## config.mk

```make
export PLATFORM = sky130hd
export DESIGN_NAME = output_compare_mode_config
export DESIGN_NICKNAME = d
export VERILOG_FILES = /design/src/inc/ocm_pkg.sv /design/src/rtl/output_compare_mode_config.sv
export VERILOG_INCLUDE_DIRS = /design/src /design/src/inc
export SDC_FILE = /design/constraint.sdc
export NUM_CORES = 1
export LEC_CHECK = 0
export BUFFER_PORTS_ARGS = -buffer_cell sky130_fd_sc_hd__buf_2
export CAP_MARGIN = 20
export CORE_UTILIZATION = 57
export DETAILED_ROUTE_END_ITERATION = 8
export GPL_TIMING_DRIVEN = 0
export PLACE_DENSITY_LB_ADDON = 0.3
export REMOVE_ABC_BUFFERS = 1
export SLEW_MARGIN = 20
export SYNTH_ARGS = -nofsm -noshare
export SYNTH_HDL_FRONTEND = slang
export SYNTH_SLANG_ARGS = --single-unit
```

## constraint.sdc

```tcl
create_clock -name i_clk -period 3.3 [get_ports i_clk]
set_input_delay 0.165 -clock i_clk [delete_from_list [all_inputs] [get_ports i_clk]]
set_output_delay 0.165 -clock i_clk [all_outputs]
set_load 0.005 [all_outputs]
```

## src/inc/ocm_params.svh

```systemverilog
// Register offsets, field positions, reset values of the compare mode block.
`ifndef OCM_PARAMS_SVH
`define OCM_PARAMS_SVH
`define OCM_MODE_OFS 8'h18
`define OCM_CHEN_OFS 8'h20
`define OCM_PROT_OFS 8'h24
`define OCM_CMP1_OFS 8'h34
`define OCM_CMP2_OFS 8'h38
`define OCM_STAT_OFS 8'h40
`define OCM_MODE_RST 16'h0000
`define OCM_CH_STRIDE 8
`define OCM_DIR_LSB 0
`define OCM_FEN_BIT 2
`define OCM_PEN_BIT 3
`define OCM_MOD_LSB 4
`define OCM_CEN_BIT 7
`define OCM_PROT_LOCK 2'h3
`endif

```

## src/inc/ocm_pkg.sv

```systemverilog
// Types shared by the output-compare mode configuration block.
package ocm_pkg;
    typedef enum logic [2:0] {
        MODE_FREEZE = 3'h0,
        MODE_SET = 3'h1,
        MODE_CLEAR = 3'h2,
        MODE_TOGGLE = 3'h3,
        MODE_FORCE_LOW = 3'h4,
        MODE_FORCE_HIGH = 3'h5,
        MODE_PWM_ONE = 3'h6,
        MODE_PWM_TWO = 3'h7
    } compare_mode_t;
    typedef enum logic [1:0] {
        DIR_OUTPUT = 2'h0,
        DIR_OWN_INPUT = 2'h1,
        DIR_OTHER_INPUT = 2'h2,
        DIR_TRIGGER = 2'h3
    } direction_t;
endpackage

```

## src/rtl/output_compare_mode_config.sv

```systemverilog
// Output-compare mode register and reference generation for channels 1, 2.
//
// Contract
// Ch1 direction 00 output, 01 input one, 10 input two, 11 trigger.
// Ch1 direction field only written while ch1 enable is clear.
// Fast enable lets a trigger event act on the reference at once.
// Preload off: compare value write is used for comparison immediately.
// Preload on: compare value waits in a shadow until update event.
// Protection level 3 and output: preload and mode writes ignored.
// Software uses unpreloaded PWM only in single-pulse mode.
// Mode 000: compare match leaves the reference unchanged.
// Mode 001: reference goes high when counter equals compare.
// Mode 010: reference goes low when counter equals compare.
// Mode 011: reference toggles when counter equals compare.
// Mode 100 holds reference low, mode 101 holds it high.
// Mode 110: high while counter below compare, else low.
// Mode 111: high while counter above compare, else low.
// PWM reference moves only on compare change or freeze-to-PWM.
// Clear enable set: high filtered trigger forces reference to 0.
// Ch2 direction 00 output, 01 input two, 10 input one, 11 trigger.
// Ch2 direction field only written while ch2 enable is clear.
// Ch2 fast, preload, mode, clear controls at bits 10,11,14:12,15.
// Mode register at offset 0x18, reset value all zeros.
// Trigger-cleared reference stays cleared until next update event.
`include "ocm_params.svh"
module output_compare_mode_config
    import ocm_pkg::*;
#(
    parameter int CMP_W = 16,
    parameter int ADDR_W = 8
) (
    input wire logic i_clk,
    input wire logic i_resetn,
    input wire logic i_wb_cyc,
    input wire logic i_wb_stb,
    input wire logic i_wb_we,
    input wire logic [ADDR_W-1:0] i_wb_adr,
    input wire logic [31:0] i_wb_dat,
    input wire logic [3:0] i_wb_sel,
    output logic o_wb_ack,
    output logic [31:0] o_wb_dat,
    input wire logic [CMP_W-1:0] i_counter_value,
    input wire logic i_update_event,
    input wire logic i_trigger_event,
    input wire logic i_filtered_external_trigger,
    input wire logic i_timer_input_one,
    input wire logic i_timer_input_two,
    input wire logic i_internal_trigger_source,
    output logic o_ch1_output_reference,
    output logic o_ch2_output_reference,
    output logic o_ch1_capture_input,
    output logic o_ch2_capture_input
);

    logic ack;
    logic [31:0] rdata;
    logic [15:0] mode_reg;
    logic [1:0] ch_enable;
    logic [1:0] prot_level;
    logic [CMP_W-1:0] preload_cmp [2];
    logic [CMP_W-1:0] active_cmp [2];
    logic [1:0] ref_q;
    logic [1:0] prev_level;
    logic [1:0] cleared;
    logic [1:0] released;
    logic [2:0] prev_mode [2];
    logic cap1;
    logic cap2;

    // Byte lanes 0 and 1 carry the 16-bit registers; upper lanes are unused.
    function automatic logic [15:0] merge_sel(input logic [15:0] old,
                                              input logic [31:0] wd,
                                              input logic [3:0] sel);
        logic [15:0] res;
        res = old;
        if (sel[0]) begin
            res[7:0] = wd[7:0];
        end
        if (sel[1]) begin
            res[15:8] = wd[15:8];
        end
        return res;
    endfunction

    // Drops the parts of a mode write that the channel state locks.
    function automatic logic [15:0] guard_mode(input logic [15:0] old,
                                               input logic [15:0] nw,
                                               input logic [1:0] en,
                                               input logic [1:0] prot);
        logic [15:0] res;
        int b;
        res = nw;
        for (int c = 0; c < 2; c++) begin
            b = c * `OCM_CH_STRIDE;
            if (en[c]) begin
                res[b+`OCM_DIR_LSB +: 2] = old[b+`OCM_DIR_LSB +: 2];
            end
            if (prot == `OCM_PROT_LOCK &&
                old[b+`OCM_DIR_LSB +: 2] == DIR_OUTPUT) begin
                res[b+`OCM_PEN_BIT] = old[b+`OCM_PEN_BIT];
                res[b+`OCM_MOD_LSB +: 3] = old[b+`OCM_MOD_LSB +: 3];
            end
        end
        return res;
    endfunction

    function automatic logic pick_input(input logic [1:0] dir,
                                        input logic own,
                                        input logic other,
                                        input logic internal_trigger_source);
        logic res;
        res = 1'b0;
        case (dir)
            DIR_OWN_INPUT: res = own;
            DIR_OTHER_INPUT: res = other;
            DIR_TRIGGER: res = internal_trigger_source;
            default: res = 1'b0;
        endcase
        return res;
    endfunction

    function automatic logic [CMP_W-1:0] merge_cmp(input logic [CMP_W-1:0] o,
                                                   input logic [31:0] wd,
                                                   input logic [3:0] sel);
        logic [15:0] m;
        m = merge_sel(16'(o), wd, sel);
        return CMP_W'(m);
    endfunction

    logic req;
    logic wr_acc;
    assign req = i_wb_cyc & i_wb_stb;
    // The write lands on the edge where the master sees ack.
    assign wr_acc = req & i_wb_we & ack;

    always_comb begin
        rdata = 32'h0000_0000;
        if (i_wb_adr == `OCM_MODE_OFS) begin
            rdata[15:0] = mode_reg;
        end else if (i_wb_adr == `OCM_CHEN_OFS) begin
            rdata[1:0] = ch_enable;
        end else if (i_wb_adr == `OCM_PROT_OFS) begin
            rdata[1:0] = prot_level;
        end else if (i_wb_adr == `OCM_CMP1_OFS) begin
            rdata[CMP_W-1:0] = preload_cmp[0];
        end else if (i_wb_adr == `OCM_CMP2_OFS) begin
            rdata[CMP_W-1:0] = preload_cmp[1];
        end else if (i_wb_adr == `OCM_STAT_OFS) begin
            rdata[3:0] = {cleared, ref_q};
        end
    end

    // Unmapped addresses are acknowledged and read as zero.
    always_ff @(posedge i_clk or negedge i_resetn) begin
        if (!i_resetn) begin
            ack <= 1'b0;
            o_wb_dat <= 32'h0000_0000;
        end else begin
            ack <= req & ~ack;
            if (req & ~ack) begin
                o_wb_dat <= rdata;
            end
        end
    end
    assign o_wb_ack = ack;

    always_ff @(posedge i_clk or negedge i_resetn) begin
        if (!i_resetn) begin
            mode_reg <= `OCM_MODE_RST;
            ch_enable <= 2'h0;
            prot_level <= 2'h0;
        end else if (wr_acc) begin
            if (i_wb_adr == `OCM_MODE_OFS) begin
                mode_reg <= guard_mode(mode_reg,
                    merge_sel(mode_reg, i_wb_dat, i_wb_sel),
                    ch_enable, prot_level);
            end else if (i_wb_adr == `OCM_CHEN_OFS && i_wb_sel[0]) begin
                ch_enable <= i_wb_dat[1:0];
            end else if (i_wb_adr == `OCM_PROT_OFS && i_wb_sel[0]) begin
                prot_level <= i_wb_dat[1:0];
            end
        end
    end

    // Compare values: shadow written by software, active used by match.
    always_ff @(posedge i_clk or negedge i_resetn) begin
        if (!i_resetn) begin
            for (int c = 0; c < 2; c++) begin
                preload_cmp[c] <= '0;
                active_cmp[c] <= '0;
            end
        end else begin
            for (int c = 0; c < 2; c++) begin
                if (wr_acc && i_wb_adr == (c == 0 ? `OCM_CMP1_OFS
                                                  : `OCM_CMP2_OFS)) begin
                    preload_cmp[c] <= merge_cmp(preload_cmp[c], i_wb_dat,
                                                i_wb_sel);
                    if (!mode_reg[c*`OCM_CH_STRIDE+`OCM_PEN_BIT]) begin
                        active_cmp[c] <= merge_cmp(preload_cmp[c], i_wb_dat,
                                                   i_wb_sel);
                    end else if (i_update_event) begin
                        active_cmp[c] <= preload_cmp[c];
                    end
                end else if (i_update_event ||
                             !mode_reg[c*`OCM_CH_STRIDE+`OCM_PEN_BIT]) begin
                    active_cmp[c] <= preload_cmp[c];
                end
            end
        end
    end

    // Capture input routing; a channel set as output drives zero here.
    always_ff @(posedge i_clk or negedge i_resetn) begin
        if (!i_resetn) begin
            cap1 <= 1'b0;
            cap2 <= 1'b0;
        end else begin
            cap1 <= pick_input(mode_reg[1:0], i_timer_input_one,
                               i_timer_input_two,
                               i_internal_trigger_source);
            cap2 <= pick_input(mode_reg[9:8], i_timer_input_two,
                               i_timer_input_one,
                               i_internal_trigger_source);
        end
    end
    assign o_ch1_capture_input = cap1;
    assign o_ch2_capture_input = cap2;

    logic [1:0] clr_now;
    logic [1:0] match;
    logic [1:0] fast_hit;
    logic [1:0] level;
    compare_mode_t mode [2];

    always_comb begin
        for (int c = 0; c < 2; c++) begin
            mode[c] = compare_mode_t'(mode_reg[c*`OCM_CH_STRIDE+`OCM_MOD_LSB
                                               +: 3]);
            clr_now[c] = mode_reg[c*`OCM_CH_STRIDE+`OCM_CEN_BIT] &
                         i_filtered_external_trigger;
            match[c] = i_counter_value == active_cmp[c];
            fast_hit[c] = mode_reg[c*`OCM_CH_STRIDE+`OCM_FEN_BIT] &
                          i_trigger_event;
            level[c] = (mode[c] == MODE_PWM_TWO)
                ? i_counter_value > active_cmp[c]
                : i_counter_value < active_cmp[c];
        end
    end

    // The clear holds until an update; a trigger in that cycle still wins.
    always_ff @(posedge i_clk or negedge i_resetn) begin
        if (!i_resetn) begin
            cleared <= 2'h0;
            released <= 2'h0;
        end else begin
            cleared <= clr_now | (cleared & ~{2{i_update_event}});
            released <= cleared & {2{i_update_event}} & ~clr_now;
        end
    end

    always_ff @(posedge i_clk or negedge i_resetn) begin
        if (!i_resetn) begin
            prev_level <= 2'h0;
            prev_mode[0] <= MODE_FREEZE;
            prev_mode[1] <= MODE_FREEZE;
        end else begin
            prev_level <= level;
            prev_mode[0] <= mode[0];
            prev_mode[1] <= mode[1];
        end
    end

    // A fast PWM trigger jumps to a fresh period's level, skipping the compare.
    always_ff @(posedge i_clk or negedge i_resetn) begin
        if (!i_resetn) begin
            ref_q <= 2'h0;
        end else begin
            for (int c = 0; c < 2; c++) begin
                if (clr_now[c] || cleared[c]) begin
                    ref_q[c] <= 1'b0;
                end else begin
                    case (mode[c])
                        MODE_FREEZE: ref_q[c] <= ref_q[c];
                        MODE_SET: begin
                            if (match[c] || fast_hit[c]) begin
                                ref_q[c] <= 1'b1;
                            end
                        end
                        MODE_CLEAR: begin
                            if (match[c] || fast_hit[c]) begin
                                ref_q[c] <= 1'b0;
                            end
                        end
                        MODE_TOGGLE: begin
                            if (match[c] || fast_hit[c]) begin
                                ref_q[c] <= ~ref_q[c];
                            end
                        end
                        MODE_FORCE_LOW: ref_q[c] <= 1'b0;
                        MODE_FORCE_HIGH: ref_q[c] <= 1'b1;
                        default: begin
                            if (fast_hit[c]) begin
                                ref_q[c] <= mode[c] == MODE_PWM_ONE;
                            end else if (level[c] != prev_level[c] ||
                                         prev_mode[c] == MODE_FREEZE ||
                                         released[c]) begin
                                ref_q[c] <= level[c];
                            end
                        end
                    endcase
                end
            end
        end
    end
    assign o_ch1_output_reference = ref_q[0];
    assign o_ch2_output_reference = ref_q[1];

    logic wr_mode;
    assign wr_mode = wr_acc && i_wb_adr == `OCM_MODE_OFS;
endmodule

```

==> results.sh <==
export IMPL_dr_first_iter_drc_count=487
export IMPL_cp_end_kind="flip-flop"
export IMPL_start_util=0.597
export IMPL_place_area_um2=6740
export IMPL_max_stage_delay_ns=0.70
export IMPL_rows=37
export IMPL_rsz0062_at_grt="false"
export IMPL_max_freq_mhz=349
export IMPL_fin_cells=861
export IMPL_crit_path_start_kind="flip-flop"
export IMPL_seq_power_share=0.406
export IMPL_io_pins=108
export IMPL_whs_ns=0.00732
export IMPL_status="completed"
export IMPL_ys_seq_elements=117
export IMPL_cp_arrival_ns=3.27
export IMPL_maxCapViolCount=0
export IMPL_drive_gt1_frac=0.234
export IMPL_tightest_slew_ns=1.14
export IMPL_antenna_found_initial=0
export IMPL_hp_class="in -> reg"
export IMPL_post_cts_buffers=0
export IMPL_synth_cell_types=51
export IMPL_worstPathMaxFanout=5
export IMPL_cts_tree="done"
export IMPL_routed_wl_mm=16.6
export IMPL_total_power_mw=3.58
export IMPL_peakVddDrop_mv=0.334
export IMPL_async_flop_share=1.00
export IMPL_timing_slew_headroom=0.239
export IMPL_die_w_um=107
export IMPL_grt_pass1_vias=5309
export IMPL_hold_viol_final=0
export IMPL_fin_worst_skew_ns=0.0105
export IMPL_crit_type="reg -> reg"
export IMPL_syn_to_final_growth_pct=20.7
export IMPL_clock_tree_root_cell="clkbuf_8"
export IMPL_gp_congestion=0.872
export IMPL_grtUsageTotal=0.310
export IMPL_yosysSeqAreaShare=0.467
export IMPL_clock_latency_ns=0.53
export IMPL_critPathRequiredTime_ns=3.71
export IMPL_setup_tns_ns=0
export IMPL_cp_slowest_cell="or4_1"
export IMPL_fin_area_um2=7570
export IMPL_final_net_count=815
export IMPL_grt_start_max_net_pins=63
export IMPL_die_height_um=107
export IMPL_cts_sinks=117
export IMPL_grt_ovfl_total=0
export IMPL_p_leak_nw=3.67
export IMPL_final_antenna_net_count=0
export IMPL_path_clk_slew_ns=0.06
export IMPL_crit_chain="inv_1, ha_1, nand4_1, or4_1, or4b_2, a31o_2, o2111ai_1, a211oi_1, mux2_2"
export IMPL_place_inst=807
export IMPL_antenna_cells=0
export IMPL_via_per_inst=6.22
export IMPL_p_int_mw=2.77
export IMPL_drtPass1Iterations=6
export IMPL_hpwl_mm=11.4
export IMPL_port_buffers=73
export IMPL_period_needed_ns=2.86
export IMPL_min_period_over_period=0.868
export IMPL_largestRegisters="active_cmp: 32 flops, preload_cmp: 32 flops"
export IMPL_fp_coreArea_um2=10500
export IMPL_syn_area_um2=6280
export IMPL_slew_violations=0
export IMPL_syn_avg_cell_area_um2=10.2
export IMPL_htreeDepth=4
export IMPL_wire_per_inst_um=19.3
export IMPL_p_per_area_nw_per_um2=473
export IMPL_power_share_switching=0.227
export IMPL_clk_path_buf_depth=2
export IMPL_synthCells=617
export IMPL_p_switching_mw=0.812
export IMPL_dieArea_um2=11400
export IMPL_cts_buffers=17
export IMPL_yosysWarnings=0
export IMPL_ys_flop_type="dfrtp_1"
export IMPL_synth_edf_count=0
export IMPL_grt_pass1_wl_mm=26.8
export IMPL_pwr_share_comb=0.057
export IMPL_dr_total_vias=5358
export IMPL_pwr_share_clk=0.538
export IMPL_setup_viol=0
export IMPL_route_detailed_drc=0
kinds of logic after synthesis:
group / after synthesis / synth area share
AOI/OAI and AO/OA: 149 / 0.162
adders and majority gates: 32 / 0.0638
buffers and inverters: 92 / 0.0662
DFF: 117 / 0.467
muxes: 59 / 0.104
other: 1 / 0.000598
and+or+nand+nor: 167 / 0.137
critical path: cells and delay by family, from the launching register on:
family,cells,cell delay [ns]
flip-flops,1,0.34
adder cells (fa/ha/maj),1,0.30
AO/OA/AOI/OAI,3,0.49
buffers and inverters,1,0.05
multiplexers,1,0.36
AND/OR/NAND/NOR,3,1.20
power by group through the flow:
stage / registers (mW) / logic (mW) / clock network, mW
global route: 1.45 / 0.227 / 1.99
finish: 1.45 / 0.203 / 1.93
floorplan: 1.47 / 0.0638 / 0
detailed placement: 1.48 / 0.182 / 0
CTS: 1.45 / 0.202 / 1.92
global placement: 1.48 / 0.166 / 0
timing repair:
action | in CTS | in global routing
gates resized for setup | 0 | 0
hold endpoints to repair | 123 | 0
hold buffers | 22 | 0
path summary, 6_finish.rpt:
check,from,to,slack (ns),cells after the start
worst max-delay path,active_cmp[30]$_DFFE_PN0P_,ref_q[0]$_DFFE_PN0P_,0.44,9
worst min-delay path,i_internal_trigger_source,o_ch2_capture_input$_DFF_PN0_,0.007,4
worst max register to register,active_cmp[30]$_DFFE_PN0P_,ref_q[0]$_DFFE_PN0P_,0.44,9
worst min register to register,o_wb_dat[14]$_DFFE_PN0P_,o_wb_dat[14]$_DFFE_PN0P_,0.47,2
max in group asynchronous,i_resetn,active_cmp[12]$_DFFE_PN0P_,2.43,3
min in group asynchronous,i_resetn,o_wb_dat[7]$_DFFE_PN0P_,0.20,2
cell usage after synthesis, types with 3 or more instances:
cell type / instances / area (um2)
a31o_2: 3 / 26.3
buf_4: 17 / 128
dfrtp_1: 117 / 2930
buf_2: 4 / 20.0
nor3_1: 9 / 45.0
nand3_1: 7 / 35.0
and2_1: 5 / 31.3
ha_1: 32 / 400
and3_1: 7 / 43.8
nor4b_1: 3 / 26.3
nor2_1: 23 / 86.3
or4_1: 7 / 52.6
nor4_1: 5 / 31.3
mux2i_1: 11 / 110
a21o_1: 12 / 90.1
nor2b_1: 5 / 31.3
mux2_2: 48 / 541
clkbuf_1: 16 / 60.1
a222oi_1: 26 / 260
o21ai_0: 46 / 230
a21oi_1: 34 / 170
nand2_1: 69 / 259
o22ai_1: 7 / 43.8
o211ai_1: 4 / 30.0
nand2b_1: 3 / 18.8
inv_1: 54 / 203
nand4_1: 13 / 81.3
placed cells by master, fill, tap and decap left out, types with 5 or more instances in the layout:
cell type        n
dfrtp_1        117
buf_2           72
nand2_1         69
inv_1           54
mux2_2          48
o21ai_0         46
a21oi_1         34
ha_1            32
a222oi_1        26
nor2_1          22
dlygate4sd3_1   22
conb_1          16
clkbuf_16       16
nand4_1         13
a21o_1          12
mux2i_1         11
and3_1           7
nand3_1          7
or4_1            7
nor3_1           7
o22ai_1          7
and2_1           5
nor4_1           5
layer usage:
layer | part of all wire | global-route usage
met1 | 0.40 | 0.397
met2 | 0.49 | 0.508
met3 | 0.075 | 0.0620
met4 | 0.039 | 0.146
met5 | 0 | 0
cell type report:
class	instances	area, um2
clock buffers	20	435
clock inverters	12	178
fillers	728	2930
inverters	54	203
multi-input cells	423	3000
flip-flops and latches	117	2930
well taps	136	170
repair buffers	99	657
metrics by stage:
step / worst slack, ns / util
global route: 0.288 / 0.721
finish: 0.436 / 0.721
detailed placement: 0.449 / 0.642
CTS: 0.420 / 0.721
global placement: 0.101 / 0.633
floorplan: 0.811 / -
No activity file was read; power rests on OpenSTA's default activity.
